===== src/aab_pkg.sv =====
// Package with register map, field codes, reset values and carrier types.
package aab_pkg;

    // Register addresses (zero-based holding register addresses).
    localparam logic [15:0] ADDR_SETPOINT        = 16'h0000;
    localparam logic [15:0] ADDR_OVERRIDE        = 16'h0001;
    localparam logic [15:0] ADDR_MALFUNCTION     = 16'h0068;
    localparam logic [15:0] ADDR_VMAX            = 16'h006a;
    localparam logic [15:0] ADDR_SENSOR_TYPE     = 16'h006b;
    localparam logic [15:0] ADDR_LOSS_POSITION   = 16'h006c;
    localparam logic [15:0] ADDR_LOSS_TIMEOUT    = 16'h006d;
    localparam logic [15:0] ADDR_RATED_M3H       = 16'h006e;
    localparam logic [15:0] ADDR_RATED_UNIT_LOW  = 16'h0070;
    localparam logic [15:0] ADDR_RATED_UNIT_HIGH = 16'h0071;
    localparam logic [15:0] ADDR_REGULATION_MODE = 16'h0074;
    localparam logic [15:0] ADDR_FLOW_UNIT       = 16'h0075;
    localparam logic [15:0] ADDR_SETPOINT_ORIGIN = 16'h0076;
    localparam logic [15:0] ADDR_ANALOG_MV       = 16'h0077;

    // Field codes.
    localparam logic [2:0]  SENSOR_NONE        = 3'h0;
    localparam logic [2:0]  SENSOR_ACTIVE      = 3'h1;
    localparam logic [2:0]  SENSOR_SWITCH      = 3'h4;
    localparam logic [1:0]  LOSS_POS_LAST      = 2'h0;
    localparam logic [2:0]  FLOW_UNIT_MAX      = 3'h6;
    localparam logic        ORIGIN_ANALOG      = 1'h0;
    localparam logic        ORIGIN_BUS         = 1'h1;
    localparam int unsigned MALF_WATCHDOG_BIT  = 10;

    // Values after reset.
    localparam logic [15:0] RST_VMAX           = 16'h2710;
    localparam logic [2:0]  RST_SENSOR_TYPE    = 3'h0;
    localparam logic [1:0]  RST_LOSS_POSITION  = 2'h0;
    localparam logic [11:0] RST_LOSS_TIMEOUT   = 12'h000;
    localparam logic [11:0] DFLT_ARMED_TIMEOUT = 12'h078;
    localparam logic [11:0] MAX_LOSS_TIMEOUT   = 12'he10;
    localparam logic        RST_REG_MODE       = 1'h0;
    localparam logic [2:0]  RST_FLOW_UNIT      = 3'h1;
    localparam logic        RST_ORIGIN         = 1'h1;

    // Watchdog time base: one second at the core clock rate.
    localparam int unsigned WD_TICK_S       = 1;
    localparam int unsigned CORE_CLK_MHZ    = 250;
    localparam int unsigned WD_TICK_CYCLES  = WD_TICK_S * CORE_CLK_MHZ * 1000000;

    typedef struct packed {
        logic        en;
        logic [15:0] addr;
        logic [15:0] data;
    } aab_wr_type;

    typedef struct packed {
        logic        en;
        logic [15:0] addr;
    } aab_rd_type;

    typedef struct packed {
        logic [15:0] vmax;
        logic [2:0]  sensor_type;
        logic [1:0]  loss_position;
        logic [11:0] loss_timeout_s;
        logic        timeout_set;
        logic        regulation_mode;
        logic [2:0]  selected_flow_unit;
        logic        setpoint_origin;
    } aab_cfg_type;

endpackage


===== src/aab_regs.sv =====
// Watchdog and configuration holding registers of the airflow actuator.
`timescale 1ns/1ns
`default_nettype none
// How it works
// - Sensor type codes 0,1,4; resets to 0.
// - Analog setpoint mV readable in hybrid mode.
// - No setpoint/override refresh in time: bus failure.
// - Fail position codes 0..3; resets to 0.
// - Monitoring off keeps last setpoint.
// - Triggered watchdog flagged in malfunction register.
// - Watchdog flag is malfunction bit 10.
// - Timeout 0..3600 s; zero disables watchdog.
// - Timeout defaults 120 s if position nonzero.
// - Fail position driven only after expiry, nonzero.
// - Rated flow 32-bit, low word then high.
// - Flow unit codes 0..6; resets to 1.
// - Setpoint origin analog or bus; resets bus.
module aab_regs #(
    parameter int unsigned TICK_CYCLES = aab_pkg::WD_TICK_CYCLES
) (
    input  wire logic               i_core_clk,
    input  wire logic               i_resetn,
    input  wire aab_pkg::aab_wr_type i_wr,
    input  wire aab_pkg::aab_rd_type i_rd,
    input  wire logic [15:0]        i_malfunction_bits,
    input  wire logic [15:0]        i_rated_flow_m3h,
    input  wire logic [31:0]        i_rated_flow_unit,
    input  wire logic [15:0]        i_analog_mv,
    output logic [15:0]             o_rd_data,
    output logic                    o_rd_valid,
    output aab_pkg::aab_cfg_type    o_cfg,
    output logic                    o_watchdog_tripped,
    output logic                    o_fail_active
);

    aab_pkg::aab_cfg_type cfg_ff;
    aab_pkg::aab_cfg_type nxt_cfg;
    logic [31:0]          tick_cnt_ff;
    logic [31:0]          nxt_tick_cnt;
    logic [11:0]          sec_cnt_ff;
    logic [11:0]          nxt_sec_cnt;
    logic                 tripped_ff;
    logic                 nxt_tripped;
    logic                 fail_active_ff;
    logic                 nxt_fail_active;
    logic [15:0]          rd_data_ff;
    logic [15:0]          nxt_rd_data;
    logic                 rd_valid_ff;
    logic                 nxt_rd_valid;
    logic [11:0]          eff_timeout;
    logic                 refresh;
    logic                 tick;
    logic [15:0]          malf_word;

    always_comb begin
        if (cfg_ff.timeout_set) begin
            eff_timeout = cfg_ff.loss_timeout_s;
        end else if (cfg_ff.loss_position != aab_pkg::LOSS_POS_LAST) begin
            eff_timeout = aab_pkg::DFLT_ARMED_TIMEOUT;
        end else begin
            eff_timeout = aab_pkg::RST_LOSS_TIMEOUT;
        end
    end

    assign refresh = i_wr.en
                     && (i_wr.addr == aab_pkg::ADDR_SETPOINT
                         || i_wr.addr == aab_pkg::ADDR_OVERRIDE);
    assign tick = (tick_cnt_ff == TICK_CYCLES - 1);

    // Illegal codes are dropped so the fields always hold a defined mode.
    always_comb begin
        nxt_cfg = cfg_ff;
        if (i_wr.en) begin
            case (i_wr.addr)
                aab_pkg::ADDR_VMAX: begin
                    nxt_cfg.vmax = i_wr.data;
                end
                aab_pkg::ADDR_SENSOR_TYPE: begin
                    if (i_wr.data[15:3] == 13'h0000
                        && (i_wr.data[2:0] == aab_pkg::SENSOR_NONE
                            || i_wr.data[2:0] == aab_pkg::SENSOR_ACTIVE
                            || i_wr.data[2:0] == aab_pkg::SENSOR_SWITCH)) begin
                        nxt_cfg.sensor_type = i_wr.data[2:0];
                    end
                end
                aab_pkg::ADDR_LOSS_POSITION: begin
                    if (i_wr.data[15:2] == 14'h0000) begin
                        nxt_cfg.loss_position = i_wr.data[1:0];
                    end
                end
                aab_pkg::ADDR_LOSS_TIMEOUT: begin
                    if (i_wr.data[15:12] == 4'h0
                        && i_wr.data[11:0] <= aab_pkg::MAX_LOSS_TIMEOUT) begin
                        nxt_cfg.loss_timeout_s = i_wr.data[11:0];
                        nxt_cfg.timeout_set    = 1'b1;
                    end
                end
                aab_pkg::ADDR_REGULATION_MODE: begin
                    if (i_wr.data[15:1] == 15'h0000) begin
                        nxt_cfg.regulation_mode = i_wr.data[0];
                    end
                end
                aab_pkg::ADDR_FLOW_UNIT: begin
                    if (i_wr.data[15:3] == 13'h0000
                        && i_wr.data[2:0] <= aab_pkg::FLOW_UNIT_MAX) begin
                        nxt_cfg.selected_flow_unit = i_wr.data[2:0];
                    end
                end
                aab_pkg::ADDR_SETPOINT_ORIGIN: begin
                    if (i_wr.data[15:1] == 15'h0000) begin
                        nxt_cfg.setpoint_origin = i_wr.data[0];
                    end
                end
                default: begin
                    nxt_cfg = cfg_ff;
                end
            endcase
        end
    end

    always_ff @(posedge i_core_clk or negedge i_resetn) begin
        if (!i_resetn) begin
            cfg_ff.vmax               <= aab_pkg::RST_VMAX;
            cfg_ff.sensor_type        <= aab_pkg::RST_SENSOR_TYPE;
            cfg_ff.loss_position      <= aab_pkg::RST_LOSS_POSITION;
            cfg_ff.loss_timeout_s     <= aab_pkg::RST_LOSS_TIMEOUT;
            cfg_ff.timeout_set        <= 1'b0;
            cfg_ff.regulation_mode    <= aab_pkg::RST_REG_MODE;
            cfg_ff.selected_flow_unit <= aab_pkg::RST_FLOW_UNIT;
            cfg_ff.setpoint_origin    <= aab_pkg::RST_ORIGIN;
        end else begin
            cfg_ff <= nxt_cfg;
        end
    end

    // Watchdog: second divider, second counter and trip flag.
    always_comb begin
        nxt_tick_cnt = tick ? 32'h0000_0000 : tick_cnt_ff + 32'h0000_0001;
        nxt_sec_cnt  = sec_cnt_ff;
        nxt_tripped  = tripped_ff;
        if (tick && sec_cnt_ff != 12'hfff) begin
            nxt_sec_cnt = sec_cnt_ff + 12'h001;
        end
        if (refresh) begin
            nxt_tick_cnt = 32'h0000_0000;
            nxt_sec_cnt  = 12'h000;
            nxt_tripped  = 1'b0;
        end
        if (eff_timeout == 12'h000) begin
            nxt_tick_cnt = 32'h0000_0000;
            nxt_sec_cnt  = 12'h000;
            nxt_tripped  = 1'b0;
        // expiry sets, and wins over a same-cycle refresh.
        end else if (sec_cnt_ff >= eff_timeout && !tripped_ff) begin
            // Only the crossing sets the flag, so a refresh can clear a standing trip.
            nxt_tripped = 1'b1;
        end
        nxt_fail_active = nxt_tripped && (cfg_ff.loss_position != aab_pkg::LOSS_POS_LAST);
    end

    always_ff @(posedge i_core_clk or negedge i_resetn) begin
        if (!i_resetn) begin
            tick_cnt_ff    <= 32'h0000_0000;
            sec_cnt_ff     <= 12'h000;
            tripped_ff     <= 1'b0;
            fail_active_ff <= 1'b0;
        end else begin
            tick_cnt_ff    <= nxt_tick_cnt;
            sec_cnt_ff     <= nxt_sec_cnt;
            tripped_ff     <= nxt_tripped;
            fail_active_ff <= nxt_fail_active;
        end
    end

    always_comb begin
        malf_word = i_malfunction_bits;
        malf_word[aab_pkg::MALF_WATCHDOG_BIT] = tripped_ff;
    end

    // Reads answer one cycle later; unmapped addresses read as zero.
    always_comb begin
        nxt_rd_valid = i_rd.en;
        nxt_rd_data  = 16'h0000;
        if (i_rd.en) begin
            case (i_rd.addr)
                aab_pkg::ADDR_MALFUNCTION:     nxt_rd_data = malf_word;
                aab_pkg::ADDR_VMAX:            nxt_rd_data = cfg_ff.vmax;
                aab_pkg::ADDR_SENSOR_TYPE:     nxt_rd_data = {13'h0000, cfg_ff.sensor_type};
                aab_pkg::ADDR_LOSS_POSITION:   nxt_rd_data = {14'h0000, cfg_ff.loss_position};
                aab_pkg::ADDR_LOSS_TIMEOUT:    nxt_rd_data = {4'h0, eff_timeout};
                aab_pkg::ADDR_RATED_M3H:       nxt_rd_data = i_rated_flow_m3h;
                aab_pkg::ADDR_RATED_UNIT_LOW:  nxt_rd_data = i_rated_flow_unit[15:0];
                aab_pkg::ADDR_RATED_UNIT_HIGH: nxt_rd_data = i_rated_flow_unit[31:16];
                aab_pkg::ADDR_REGULATION_MODE: nxt_rd_data = {15'h0000, cfg_ff.regulation_mode};
                aab_pkg::ADDR_FLOW_UNIT:       nxt_rd_data = {13'h0000, cfg_ff.selected_flow_unit};
                aab_pkg::ADDR_SETPOINT_ORIGIN: nxt_rd_data = {15'h0000, cfg_ff.setpoint_origin};
                aab_pkg::ADDR_ANALOG_MV: begin
                    if (cfg_ff.setpoint_origin == aab_pkg::ORIGIN_ANALOG
                        && cfg_ff.sensor_type == aab_pkg::SENSOR_ACTIVE) begin
                        nxt_rd_data = i_analog_mv;
                    end
                end
                default:                       nxt_rd_data = 16'h0000;
            endcase
        end
    end

    always_ff @(posedge i_core_clk or negedge i_resetn) begin
        if (!i_resetn) begin
            rd_data_ff  <= 16'h0000;
            rd_valid_ff <= 1'b0;
        end else begin
            rd_data_ff  <= nxt_rd_data;
            rd_valid_ff <= nxt_rd_valid;
        end
    end

    assign o_rd_data          = rd_data_ff;
    assign o_rd_valid         = rd_valid_ff;
    assign o_cfg              = cfg_ff;
    assign o_watchdog_tripped = tripped_ff;
    assign o_fail_active      = fail_active_ff;

endmodule // aab_regs
`default_nettype wire


===== config.mk =====
export PLATFORM = sky130hd
export DESIGN_NAME = aab_regs
export DESIGN_NICKNAME = d
export VERILOG_FILES = /design/src/aab_pkg.sv /design/src/aab_regs.sv
export SDC_FILE = /design/constraint.sdc
export NUM_CORES = 1
export LEC_CHECK = 0
export BUFFER_PORTS_ARGS = -buffer_cell sky130_fd_sc_hd__buf_4
export CORE_MARGIN = 2
export CORE_UTILIZATION = 46
export DETAILED_ROUTE_END_ITERATION = 10
export GPL_TIMING_DRIVEN = 1
export HOLD_SLACK_MARGIN = 0.03
export PLACE_DENSITY = 0.83
export SLEW_MARGIN = 20
export SYNTH_ARGS = -nofsm -noshare
export SYNTH_HDL_FRONTEND = slang
export SYNTH_SLANG_ARGS = --single-unit

===== constraint.sdc =====
create_clock -name i_core_clk -period 2 [get_ports i_core_clk]
set_input_delay 0.4 -clock i_core_clk [delete_from_list [all_inputs] [get_ports i_core_clk]]
set_output_delay 0.4 -clock i_core_clk [all_outputs]
set_load 0.02 [all_outputs]

Word-level counts from Yosys, hierarchy flattened. Cells that the tools add are included.

Bits in registers: 102. Input port bits: 132. Output and inout bits: 58. Word-level logic and storage cells: 87.

$add $sub $neg: 2. Magnitude comparators: 3. Eq/ne operators: 25. Muxes and demuxes: 14. Bitwise logic cells: 1. Reductions and logical operators: 28.

Operators by type and width (number): $eq A16 B7 Y1 const B (19); $pmux W16 S12 (1); $mux W32 (3); $mux W12 (4); $add A32 B1 Y32 const B (1); $eq A32 B28 Y1 const B (1); $mux W16 (2); $reduce_and A3 Y1 (6); $eq A16 B1 Y1 const B (1); $logic_not A16 Y1 (1); $logic_not A15 Y1 (1); $logic_not A14 Y1 (1); $logic_not A13 Y1 (1); $add A12 B1 Y12 const B (1); $ge A12 B12 Y1 (1); $le A12 B12 Y1 const B (1); $logic_not A12 Y1 (1); $ne A12 B12 Y1 const B (1); $logic_and A1 B1 Y1 (8); $mux W7 (1); $eq A3 B1 Y1 const B (2); $logic_not A4 Y1 (1); $eq A3 B3 Y1 const B (1); $le A3 B3 Y1 const B (1); other kinds (8) (12).

Depth between registers and ports, before layout. Gate-level depths: netlist of the first run.

Word-level depth: 8. Mapped depth: 9. Depth with buffers taken out: 9.

Worst setup path after synthesis of the first run. Ideal clock, no wire load.

Kind: input to register. Start point: input port i_wr[12] in the netlist's numbering. End point: register cfg_ff (netlist bit o_cfg[10]). Library setup time: 125 ps. Data arrival time: 2205 ps. Required time: 1875 ps. Setup slack: -329 ps. Stages: 6. Path buffers: 1. Cells stage by stage: nor4_1 > or3b_1 > or4_1 > nor2_1 > buf_4 > mux2_2.

Cells in the longest elaborated chain, start to end: 3.

RTL lines: start, declared (RTL line aab_regs.sv:23) `input wire aab_pkg::aab_wr_type i_wr,`; $logic_not A4 Y1 (RTL line aab_regs.sv:92) `if (i_wr.data[15:12] == 4'h0`; $logic_and A1 B1 Y1 (RTL line aab_regs.sv:93) `&& i_wr.data[11:0] <= aab_pkg::MAX_LOSS_TIMEOUT) begin`; $reduce_and A3 Y1 (no source line); end signal, assigned (RTL line aab_regs.sv:132) `cfg_ff <= nxt_cfg;`; end, declared (RTL line aab_regs.sv:36) `aab_pkg::aab_cfg_type cfg_ff;`.

Every way passes these cells. A chain may end at the register's enable or synchronous reset.

Worst setup path after layout of the first run.
Start point: input port i_wr[12] in the netlist's numbering. End point: register cfg_ff (netlist bit o_cfg[17]).

The elaborated chain is that of the path after synthesis.

==> summary.md, run 1 <==
| Metric | Value |
|---|---|
| Run status | finished with violations |
| Violated checks | negative setup slack |
| Startpoint type of the worst setup path | primary input |
| Number of standard-cell rows in the floorplan | 40 |
| Grt total ovfl | 0 |
| Commonest non-fill, non-tap cell in the layout | buf_4 |
| Clock root buffer | clkbuf_16 |
| Switching power as a share of total power | 0.2460 |
| Number of enable flip-flop cells after synthesis | 0 |
| Slew headroom | 0.6298 |
| Final standard cell area without fillers | 8621 um2 |
| Share of synthesized area spent on multiplexers | 0.07928 |
| Min-delay src | i_rd[16] |
| Final setup fails | 24 |
| Data required time at the worst endpoint | 2240 ps |
| RSZ-0062 raised after global routing | yes |
| Worst r2r dst | sec_cnt_ff[11] |
| Top-level port count | 190 |
| Post-DR wirelength/cell | 21.58 um |
| Area of all sequential standard cells | 2562 um2 |
| Adder-cell share of the synthesized area | 0.02665 |
| # DRC | 0 |
| Antenna violations before repair | 0 |
| Max IR drop VDD | 0.0003592 V |
| Number of cells produced by synthesis | 556 |
| Slew at the pin with the worst max-slew slack | 548.1 ps |
| Clock Tree Buf Depth | 2 |
| Post-synth top flop | dfrtp_1 |
| Crit path capture | o_cfg[17] |
| Minimum clock period after layout | 2208 ps |
| H-tree Lvls | 3 |
| Number of different library cells in the post-synthesis netlist | 55 |
| Total of flip-flops plus latches after synthesis | 102 |
| Final-report max-slew violation count | 0 |
| Total inserted antenna cells | 0 |
| Share of flip-flops with an asynchronous set or reset | 1.000 |
| Die outline width | 114.7 um |
| Simple-Gate Fraction of Synth Area | 0.2332 |
| Post-Synth XOR/XNOR Area | 0.06374 |
| Clock network power share | 0.408 |
| Net switching component of the power | 1.024 mW |
| Detailed-router iteration count before antenna repair | 6 |
| Maximum Capacitance Violations | 0 |
| Commonest cells after routing, fill and taps aside | 263 x buf_4, 94 x dfrtp_1, 67 x nor2_1 |
| Hold violation count in the final report | 0 |
| Total power | 4.164 mW |
| Vias in the first global route | 5,847 |
| Clock input transition at the sequential cells of the worst setup and hold paths | 80 ps |
| Largest area contributor in the synthesized netlist | dfrtp_1 |
| Placed wire-length estimate after detailed placement | 14,770 um |
| Sequential group share of total power | 0.495 |
| Reg-to-reg setup timing slack | -120 ps |
| Clock latency at the later pin of the worst-skew pair | 350 ps |
| CTS tree | built |
| Leading post-synthesis cells by cell area | dfrtp_1 42%, mux2_2 7.4%, xor2_1 5.0%, nor2_1 4.7%, dfstp_2 3.3% |
| Logic pwr share | 0.097 |
| Hold/Removal Path Class | in -> reg |
| Initial cell density of the core | 0.4710 |
| Worst path setup slack after routing | -207.5 ps |
| Total power per unit cell area | 483.0 nW/um2 |
| Post-synthesis sequential area ratio | 0.4546 |
| Startpoint of the most critical register-to-register path | tick_cnt_ff[5] |
| Clk_skew | 11.17 ps |
| Number of vias in the routed layout | 6,004 |
| Worst Hold Margin | 173.2 ps |
| Number of buffers inserted by port buffering | 188 |
| Vert. Die Dim | 114.7 um |
| Synth-to-Final Area Change | 53.01% |
| Placed cell areas | 7931 um2 |
| Share of the synthesized area in compound gates (AO/OA/AOI/OAI) | 0.1168 |
| Number of cells after detailed placement | 940 |
| First-iteration detailed-routing DRC count | 604 |
| Syn. warnings | 0 |
| Fillers | 758 |
| Crit. Startpoint | i_wr[12] |
| Static leakage | 3.897 nW |
| Final standard cell utilization of the core | 0.7207 |
| Post-synthesis instance area | 5634 um2 |
| Net count, final | 968 |
| Largest net degree at the start of global routing | 41 |
| Synthesized area per cell | 10.13 um2 |
| Via-to-Cell Ratio | 6.152 |
| Achievable Freq | 453.0 MHz |
| Syn nets | 700 |
| Element type at the critical path end | flop |
| Top cell type's share of synthesized area | 0.4219 |
| Signal arrival time at the worst endpoint | 2450 ps |
| Sum of routed wire length over all layers | 21,070 um |
| Final estimated routing congestion in global placement | 0.9863 |
| Global-route wire length before repair | 30,570 um |
| Area used by multi-input combinational logic | 3282 um2 |
| Number of buffers inserted during clock tree synthesis | 9 |
| Placeable core area | 11,960 um2 |
| Internal cell power | 3.140 mW |
| Highest fanout seen on the critical path | 12 |
| Layout Cells excl Fill | 976 |
| Main combinational cell family by area after synthesis | simple AND/OR/NAND/NOR gates |
| Die ar. | 13,150 um2 |
| Share of cells above drive strength 1 | 0.4849 |
| Critical path class | in -> reg |
| Period Utilization, post-route | 1.104 |
| Cell count of the worst reg-to-reg path | 7 |
| # clock sinks | 102 |
| Total GRT Usage | 0.3018 |
| Antenna Nets Post-Route | 0 |
-- registers in the layout, indices dropped and copies added, names as in the netlist --
name,flops
o_cfg,39
o_fail_active,1
o_rd_data,16
o_rd_valid,1
o_watchdog_tripped,1
sec_cnt_ff,12
tick_cnt_ff,32
-- kinds of logic after synthesis --
family,after synthesis
AOI/OAI and AO/OA,85
muxes,40
buffers and inverters,32
and+or+nand+nor,244
adders and majority gates,12
DFF,102
xor gates and xnor gates,41
-- stage by stage --
stage               worst slack (ps)  setup TNS [ps]
floorplan                     -214.9           -6715
global placement              -438.4          -22200
detailed placement            -545.0          -28140
CTS                           -135.8           -1942
global route                  -224.0           -4447
finish                        -207.5           -3125
-- worst min path at each step --
stage / slack (ps) / to / depth (start not counted)
after detailed placement: 350 / tick_cnt_ff[17] / 1
after CTS: 170 / o_rd_valid / 1
final: 170 / o_rd_valid / 1
after floorplan: 100 / o_cfg[10] / 0
after global routing: 170 / o_rd_valid / 1
after global placement: 340 / tick_cnt_ff[18] / 1
-- critical path: stages --
cell and delay [ps]:
buf_8 100, nor4_4 390, or3b_4 430, or4_4 460, nor2_4 130, buf_12 170, mux2_2 350
-- synth_stat cells (2+ instances only) --
cell type  number
and3_1          7
o21ai_0        10
mux2_2         37
ha_1           12
inv_1           8
a31oi_1        16
a221oi_1        4
nand2_1        47
nor3b_1         2
nor2b_1         5
nand4_1        22
nor3_1          9
nor2_1         71
nor4_2          2
xor2_1         32
and4_1          4
a32o_1          4
buf_4           3
a222oi_1       12
a22o_1          3
nand3_1        23
dfstp_2         7
a21oi_1         7
mux2i_1         3
nor4_4          3
nand2b_1        4
and2_1          5
a22oi_1        18
or2_2           3
buf_2           5
nand3b_1        5
xnor2_1         9
o41ai_1         2
clkbuf_1       14
nor4b_1         3
dfrtp_1        95
or4_1           6
a221oi_2        3
nor4_1         15
-- area by class of cell --
class / instances / share of cell area
Multi-Input combinational cell: 422 / 0.3807
Sequential cell: 102 / 0.2972
Timing Repair Buffer: 281 / 0.2646
Clock buffer: 9 / 0.02612
Tap cell: 147 / 0.02134
Clock inverter: 7 / 0.006241
Inverter: 8 / 0.003774
-- what timing repair did --
item | in CTS | in global routing
endpoints found under the hold margin | 25 | 0
cloned | 1 | 1
setup buffers | 5 | 13
pin swaps | 7 | 18
setup endpoints to repair | 30 | 67
hold buffers | 1 | 0
gates resized for setup | 26 | 34
-- power by group through the flow --
stage                     registers, mW  clock network [mW]  logic (mW)
after floorplan                    2.11                   0      0.0574
after global placement             2.10                   0       0.374
after detailed placement           2.10                   0       0.386
after CTS                          2.06                1.69       0.394
after global routing               2.06                1.79       0.428
final                              2.06                1.70       0.402
-- routing by layer --
layer | wire, um | GRT usage | vias to the layer above
met4 | 692 | 0.1203 | 0
met1 | 8059 | 0.3991 | 2940
li1 | - | - | 2605
met5 | 0 | 0 | -
met2 | 10450 | 0.4840 | 392
met3 | 1864 | 0.06564 | 67
Note: power is estimated with default switching activity, not from simulation.
==> inputs of run 2 (changes only) <==
--- a/config.mk
+++ b/config.mk
@@ -11,7 +11,7 @@
 export DETAILED_ROUTE_END_ITERATION = 10
 export GPL_TIMING_DRIVEN = 1
 export HOLD_SLACK_MARGIN = 0.03
-export PLACE_DENSITY = 0.83
+export PLACE_DENSITY = 0.85
 export SLEW_MARGIN = 20
 export SYNTH_ARGS = -nofsm -noshare
 export SYNTH_HDL_FRONTEND = slang
==> run 2 against run 1 <==
Effect of this change: the run still ends with negative setup slack left; via count is 1.6% lower; worst hold slack better by 11 ps; clock power is essentially flat; utilization is 0.19 points lower; sequential cell count stayed put; critical path depth is the same; final cell count stayed put; critical endpoint is now o_cfg[7]; cell area decreased by 0.26%; sequential share of layout area increased by 0.092 points; wire length fell by 1.2%; largest cell class unchanged.
==> summary.md, run 2 (synthesized netlist as in run 1, its figures left out) <==
| Metric | Value |
|---|---|
| Run status | finished with violations (unchanged) |
| Violated checks | negative setup slack (unchanged) |
| # DRC | 0 (unchanged) |
| Worst Hold Margin | 184.5 ps (was 173.2 ps) |
| Critical path class | in -> reg (unchanged) |
| Clk_skew | 10.20 ps (was 11.17 ps) |
| Area used by multi-input combinational logic | 3262 um2 (was 3282 um2) |
| Via-to-Cell Ratio | 6.051 (was 6.152) |
| Slew at the pin with the worst max-slew slack | 553.6 ps (was 548.1 ps) |
| Static leakage | 3.890 nW (was 3.897 nW) |
| Largest net degree at the start of global routing | 39 (was 41) |
| First-iteration detailed-routing DRC count | 637 (was 604) |
| CTS tree | built (unchanged) |
| Net switching component of the power | 0.9313 mW (was 1.024 mW) |
| Final standard cell area without fillers | 8598 um2 (was 8621 um2) |
| Max FFs per register | 39 (unchanged) |
| Vias in the first global route | 5,753 (was 5,847) |
| Internal cell power | 3.194 mW (was 3.140 mW) |
| RSZ-0062 raised after global routing | yes (unchanged) |
| Maximum Capacitance Violations | 0 (unchanged) |
| Sum of routed wire length over all layers | 20,820 um (was 21,070 um) |
| Data required time at the worst endpoint | 2230 ps (was 2240 ps) |
| Logic pwr share | 0.095 (was 0.097) |
| Most crowded layer after global routing | met2 (unchanged) |
| Clock input transition at the sequential cells of the worst setup and hold paths | 70 ps (was 80 ps) |
| Global-route wire length before repair | 29,790 um (was 30,570 um) |
| Die outline width | 114.7 um (unchanged) |
| Max IR drop VDD | 0.0003838 V (was 0.0003592 V) |
| Element type at the critical path end | flop (unchanged) |
| Number of standard-cell rows in the floorplan | 40 (unchanged) |
| Net count, final | 967 (was 968) |
| Routing usage on met3 | 0.07570 (was 0.06564) |
| Hold violation count in the final report | 0 (unchanged) |
| Commonest cells after routing, fill and taps aside | 261 x buf_4, 93 x dfrtp_1, 68 x nor2_1 (was 263 x buf_4, 94 x dfrtp_1, 67 x nor2_1) |
| Minimum clock period after layout | 2144 ps (was 2208 ps) |
| GR met2 Demand/Resource | 0.4623 (was 0.4840) |
| Final total negative setup slack | -2240 ps (was -3125 ps) |
| Grt total ovfl | 0 (unchanged) |
| H-tree Lvls | 3 (unchanged) |
| Vert. Die Dim | 114.7 um (unchanged) |
| Placeable core area | 11,960 um2 (unchanged) |
| Clock network power share | 0.405 (was 0.408) |
| Final setup fails | 22 (was 24) |
| Total power per unit cell area | 479.8 nW/um2 (was 483.0 nW/um2) |
| Die ar. | 13,150 um2 (unchanged) |
| Achievable Freq | 466.4 MHz (was 453.0 MHz) |
| Number of buffers inserted during clock tree synthesis | 9 (unchanged) |
| Startpoint type of the worst setup path | primary input (unchanged) |
| Initial cell density of the core | 0.4710 (unchanged) |
| Antenna violations before repair | 0 (unchanged) |
| Total power | 4.125 mW (was 4.164 mW) |
| Final-report max-slew violation count | 0 (unchanged) |
| Synth-to-Final Area Change | 52.61% (was 53.01%) |
| Number of vias in the routed layout | 5,906 (was 6,004) |
| Final estimated routing congestion in global placement | 0.9422 (was 0.9863) |
| Clock Tree Buf Depth | 2 (unchanged) |
| Placed wire-length estimate after detailed placement | 14,870 um (was 14,770 um) |
| Switching power as a share of total power | 0.2258 (was 0.2460) |
| Clock latency at the later pin of the worst-skew pair | 350 ps (about the same) |
| # clock sinks | 102 (unchanged) |
| Number of buffers inserted by port buffering | 188 (unchanged) |
| Detailed-router iteration count before antenna repair | 8 (was 6) |
| Period Utilization, post-route | 1.072 (was 1.104) |
| Share of cells above drive strength 1 | 0.4819 (was 0.4849) |
| Clock root buffer | clkbuf_16 (unchanged) |
| Post-DR wirelength/cell | 21.34 um (was 21.58 um) |
| Highest fanout seen on the critical path | 12 (unchanged) |
| Fillers | 773 (was 758) |
| Commonest non-fill, non-tap cell in the layout | buf_4 (unchanged) |
| Hold/Removal Path Class | in -> reg (unchanged) |
| Sequential group share of total power | 0.500 (was 0.495) |
| Placed cell areas | 7911 um2 (was 7931 um2) |
| Signal arrival time at the worst endpoint | 2370 ps (was 2450 ps) |
| Antenna Nets Post-Route | 0 (unchanged) |
| Slew headroom | 0.6271 (was 0.6298) |
| Area of all sequential standard cells | 2564 um2 (was 2562 um2) |
| Top-level port count | 190 (unchanged) |
| Worst path setup slack after routing | -143.9 ps (was -207.5 ps) |
| Total GRT Usage | 0.2934 (was 0.3018) |
| GR met1 Demand/Resource | 0.3890 (was 0.3991) |
run 2: cell count changes in the layout (fill, tap and decap cells not counted), sizes merged:
cell / change
buf: -2
clkbuf: +7
clkinv: -1
clkinvlp: -2
diode: +1
inv: -3
run 2: path summary, 6_finish.rpt:
| kind | startpoint | end | slack [ps] | cells past startpoint |
|---|---|---|---|---|
| setup / recovery | i_wr[12] | o_cfg[7] | -140 | 7 |
| max in group asynchronous | i_resetn | o_cfg[32] | 760 | 3 |
| min in group asynchronous | i_resetn | tick_cnt_ff[17] | 570 | 2 |
| setup reg to reg | tick_cnt_ff[8] | tick_cnt_ff[22] | -30 | 7 |
| hold / removal | i_rd[16] | o_rd_valid | 180 | 1 |
| hold reg to reg | tick_cnt_ff[0] | tick_cnt_ff[0] | 530 | 1 |
run 2: per-layer routing:
metal,vias up,wire [um]
met3,68,1796
met4,0,630
li1,2617,-
met5,-,0
met2,335,10160
met1,2886,8231
run 2: timing repair:
| item | in CTS | in global routing |
|---|---|---|
| gates cloned | 1 | 2 |
| buffers inserted | 5 | 11 |
| pin swaps | 7 | 16 |
| gates resized for setup | 24 | 29 |
| setup endpoints to repair | 32 | 68 |
| hold buffers | 1 | 0 |
| endpoints found under the hold margin | 16 | 0 |
run 2: area by class of cell:
type / count / share of cell area
Multi-Input combinational cell: 422 / 0.3794
Clock inverter: 1 / 0.0008731
Antenna cell: 1 / 0.0002910
Inverter: 8 / 0.003783
Timing Repair Buffer: 280 / 0.2650
Tap cell: 147 / 0.02139
Sequential cell: 102 / 0.2982
Clock buffer: 15 / 0.03114
run 2: power by group through the flow:
stage / sequential [mW] / clock [mW] / combinational [mW]
5_1_grt: 2.06 / 1.75 / 0.416
3_3_place_gp: 2.10 / 0 / 0.366
2_1_floorplan: 2.11 / 0 / 0.0574
6_report: 2.06 / 1.67 / 0.392
4_1_cts: 2.06 / 1.67 / 0.382
3_5_place_dp: 2.10 / 0 / 0.376
run 2: through the flow:
stage	instances	worst slack, ps	utilization
after floorplan	556	-214.9	-
after global placement	939	-443.6	0.6614
after detailed placement	939	-488.3	0.6614
after CTS	962	-91.72	0.6964
after global routing	975	-164.8	0.7186
final	976	-143.9	0.7188
run 2: critical path, stage by stage:
cell and delay (ps):
buf_6 100, nor4_4 360, or3b_1 420, or4_4 480
nor2_4 130, buf_12 150, mux2_2 340
==> inputs of run 3 (changes only) <==
--- a/config.mk
+++ b/config.mk
@@ -7,7 +7,7 @@
 export LEC_CHECK = 0
 export BUFFER_PORTS_ARGS = -buffer_cell sky130_fd_sc_hd__buf_4
 export CORE_MARGIN = 2
-export CORE_UTILIZATION = 46
+export CORE_UTILIZATION = 48
 export DETAILED_ROUTE_END_ITERATION = 10
 export GPL_TIMING_DRIVEN = 1
 export HOLD_SLACK_MARGIN = 0.03
==> constraint.sdc (replaced) <==
create_clock -name i_core_clk -period 2.55 [get_ports i_core_clk]
set_input_delay 0.51 -clock i_core_clk [delete_from_list [all_inputs] [get_ports i_core_clk]]
set_output_delay 0.51 -clock i_core_clk [all_outputs]
set_load 0.02 [all_outputs]
==> run 3 against run 2 <==
Effect of this change: the run now ends clean; utilization shrank 4.5 points; register-to-register slack gained 210 ps; critical path type unchanged; die area shrank 4.0%; sequential power shrank 21%.
==> summary.md, run 3 (synthesized netlist as in run 1, its figures left out) <==
| Metric | Value |
|---|---|
| Run status | complete, no violations (was finished with violations) |
| Largest net degree at the start of global routing | 51 (was 39) |
| Startpoint type of the worst setup path | primary input (unchanged) |
| Area of all sequential standard cells | 2561 um2 (was 2564 um2) |
| Sum of routed wire length over all layers | 18,290 um (was 20,820 um) |
| Placeable core area | 11,420 um2 (was 11,960 um2) |
| Vias in the first global route | 5,601 (was 5,753) |
| Final-report max-slew violation count | 0 (unchanged) |
| Total GRT Usage | 0.2839 (was 0.2934) |
| Cells along the critical path | buf_4, nor4_2, buf_4, or3b_1, or4_1, nor4_1, mux2_2 (was buf_6, nor4_4, or3b_1, or4_4, nor2_4, buf_12, mux2_2) |
| Clock latency at the later pin of the worst-skew pair | 340 ps (was 350 ps) |
| Signal arrival time at the worst endpoint | 2690 ps (was 2370 ps) |
| Clock input transition at the sequential cells of the worst setup and hold paths | 70 ps (about the same) |
| Total power | 3.251 mW (was 4.125 mW) |
| Sequential group share of total power | 0.498 (was 0.500) |
| Share of cells above drive strength 1 | 0.3809 (was 0.4819) |
| Clock network power share | 0.419 (was 0.405) |
| Net switching component of the power | 0.7259 mW (was 0.9313 mW) |
| Placed cell areas | 7402 um2 (was 7911 um2) |
| CTS tree | built (unchanged) |
| Max IR drop VDD | 0.0003557 V (was 0.0003838 V) |
| Post-place setup slack | -402.6 ps (was -488.3 ps) |
| Cell repeated most along the worst path | buf_4 |
| Clock Tree Buf Depth | 2 (unchanged) |
| Total power per unit cell area | 422.4 nW/um2 (was 479.8 nW/um2) |
| Commonest non-fill, non-tap cell in the layout | buf_4 (unchanged) |
| Final estimated routing congestion in global placement | 0.9237 (was 0.9422) |
| Fillers | 834 (was 773) |
| Number of cells after detailed placement | 892 (was 939) |
| Global-route wire length before repair | 28,430 um (was 29,790 um) |
| H-tree Lvls | 3 (unchanged) |
| Number of vias in the routed layout | 5,553 (was 5,906) |
| Highest fanout seen on the critical path | 3 (was 12) |
| Max FFs per register | 39 (unchanged) |
| Number of standard-cell rows in the floorplan | 39 (was 40) |
| Clock root buffer | clkbuf_16 (unchanged) |
| Worst path setup slack after routing | 77.14 ps (was -143.9 ps) |
| Final standard cell utilization of the core | 0.6740 (was 0.7188) |
| Antenna Nets Post-Route | 0 (unchanged) |
| Number of buffers inserted during clock tree synthesis | 9 (unchanged) |
| Layout Cells excl Fill | 907 (was 976) |
| Element type at the critical path end | flop (unchanged) |
| Net count, final | 904 (was 967) |
| Area used by multi-input combinational logic | 2934 um2 (was 3262 um2) |
| Reg-to-reg setup timing slack | 180 ps (was -30 ps) |
| Switching power as a share of total power | 0.2233 (was 0.2258) |
| Initial cell density of the core | 0.4934 (was 0.4710) |
| RSZ-0062 raised after global routing | no (was yes) |
| Post-DR wirelength/cell | 20.16 um (was 21.34 um) |
| Data required time at the worst endpoint | 2770 ps (was 2230 ps) |
| Maximum Capacitance Violations | 0 (unchanged) |
| Synth-to-Final Area Change | 36.60% (was 52.61%) |
| Minimum clock period after layout | 2473 ps |
| Total inserted antenna cells | 0 (was 1) |
| Count of buffer and inverter cells on the critical path | 2 (unchanged) |
| Hold violation count in the final report | 0 (unchanged) |
| Clk_skew | 11.22 ps (was 10.20 ps) |
| Final standard cell area without fillers | 7696 um2 (was 8598 um2) |
| Startpoint of the most critical register-to-register path | o_cfg[5] (was tick_cnt_ff[8]) |
| Family with the most delay on the worst path | simple AND/OR/NAND/NOR gates (unchanged) |
| Commonest cells after routing, fill and taps aside | 211 x buf_4, 95 x dfrtp_1, 71 x nor2_1 (was 261 x buf_4, 93 x dfrtp_1, 68 x nor2_1) |
| Cell count of the worst reg-to-reg path | 8 (was 7) |
| Postcts setup bufs | 0 (was 5) |
| Slew at the pin with the worst max-slew slack | 552.9 ps (was 553.6 ps) |
| Logic pwr share | 0.083 (was 0.095) |
| # DRC | 0 (unchanged) |
| Slew headroom | 0.6266 (was 0.6271) |
| Hold/Removal Path Class | in -> async (was in -> reg) |
| Internal cell power | 2.525 mW (was 3.194 mW) |
| Via-to-Cell Ratio | 6.122 (was 6.051) |
| Antenna violations before repair | 0 (unchanged) |
| Grt total ovfl | 0 (unchanged) |
| Number of buffers inserted by port buffering | 188 (unchanged) |
| Vert. Die Dim | 112.3 um (was 114.7 um) |
| Die ar. | 12,620 um2 (was 13,150 um2) |
| Final setup fails | 0 (was 22) |
| Detailed-router iteration count before antenna repair | 6 (was 8) |
| # clock sinks | 102 (unchanged) |
| Period Utilization, post-route | 0.9697 |
| Delay contributed by the slowest stage of the critical path | 510 ps (was 480 ps) |
| Worst r2r dst | o_fail_active (was tick_cnt_ff[22]) |
| Placed wire-length estimate after detailed placement | 14,140 um (was 14,870 um) |
| Critical path class | in -> reg (unchanged) |
| First-iteration detailed-routing DRC count | 645 (was 637) |
| Top-level port count | 190 (unchanged) |
| Library cell contributing the largest single delay on the critical path | or4_1 (was or4_4) |
| Static leakage | 3.464 nW (was 3.890 nW) |
| Achievable Freq | 404.4 MHz |
| Die outline width | 112.3 um (was 114.7 um) |
-- run 3: cell count changes in the layout (fill, tap and decap cells not counted), moves of 4 or more --
cell     before  now
mux2_2       31   37
a22oi_2       6    0
or4_1         2    6
mux2_4        6    0
buf_6         7    0
buf_4       261  211
or4_4         4    0
a22oi_1      12   18
nor4_4       10    3
nor4_1        5   14
-- run 3: worst reg2reg max path, stage by stage, from the launching register on --
cell and delay, ps:
dfrtp_1 520, inv_1 170, o21ai_0 420, ha_1 310, o21ai_0 70, o21bai_1 80
a221oi_1 300, o2111a_1 270, nor3_1 80
-- run 3: worst max path at each step --
stage                     slack [ps]        end  cells past startpoint     start
after CTS                         20  o_cfg[14]                      8  i_wr[12]
after detailed placement        -400  o_cfg[18]                      7  i_wr[12]
final                             80  o_cfg[18]                      7  i_wr[12]
after global routing              20  o_cfg[18]                      7  i_wr[12]
after floorplan                  110  o_cfg[10]                      6  i_wr[12]
after global placement          -290  o_cfg[11]                      8  i_wr[12]
-- run 3: stage by stage --
stage                     hold slack, ps  TNS (ps)
after floorplan                    214.4         0
final                              92.92         0
after global placement             451.0     -5117
after detailed placement           459.0     -6817
after global routing               112.7         0
after CTS                          96.37         0
-- run 3: area by class of cell --
cell class              count  share of cell area
clock inverters             5            0.007641
flip-flops and latches    102              0.3328
clock buffers              10             0.02975
well taps                 143             0.02325
multi-input cells         422              0.3812
inverters                   8            0.003902
repair buffers            217              0.2214
-- run 3: layer usage --
metal	global-route usage	wire, um	share of wire	up-vias
li1	-	-	-	2478
met1	0.3661	7199	0.39	2698
met2	0.4767	8940	0.49	321
met3	0.03942	1491	0.082	56
met4	0.1309	654	0.036	0
met5	0	0	0	-
-- run 3: power by group through the flow --
stage	clock network [mW]	registers (mW)	logic, mW
2_1_floorplan	0	1.65	0.0402
3_3_place_gp	0	1.65	0.262
3_5_place_dp	0	1.65	0.269
4_1_cts	1.37	1.62	0.271
5_1_grt	1.43	1.62	0.292
6_report	1.36	1.62	0.271
-- run 3: repair_timing --
| item | CTS | global route |
|---|---|---|
| endpoints found under the setup margin | 14 | 0 |
| gates resized for setup | 1 | 0 |
| hold buffers | 0 | 0 |
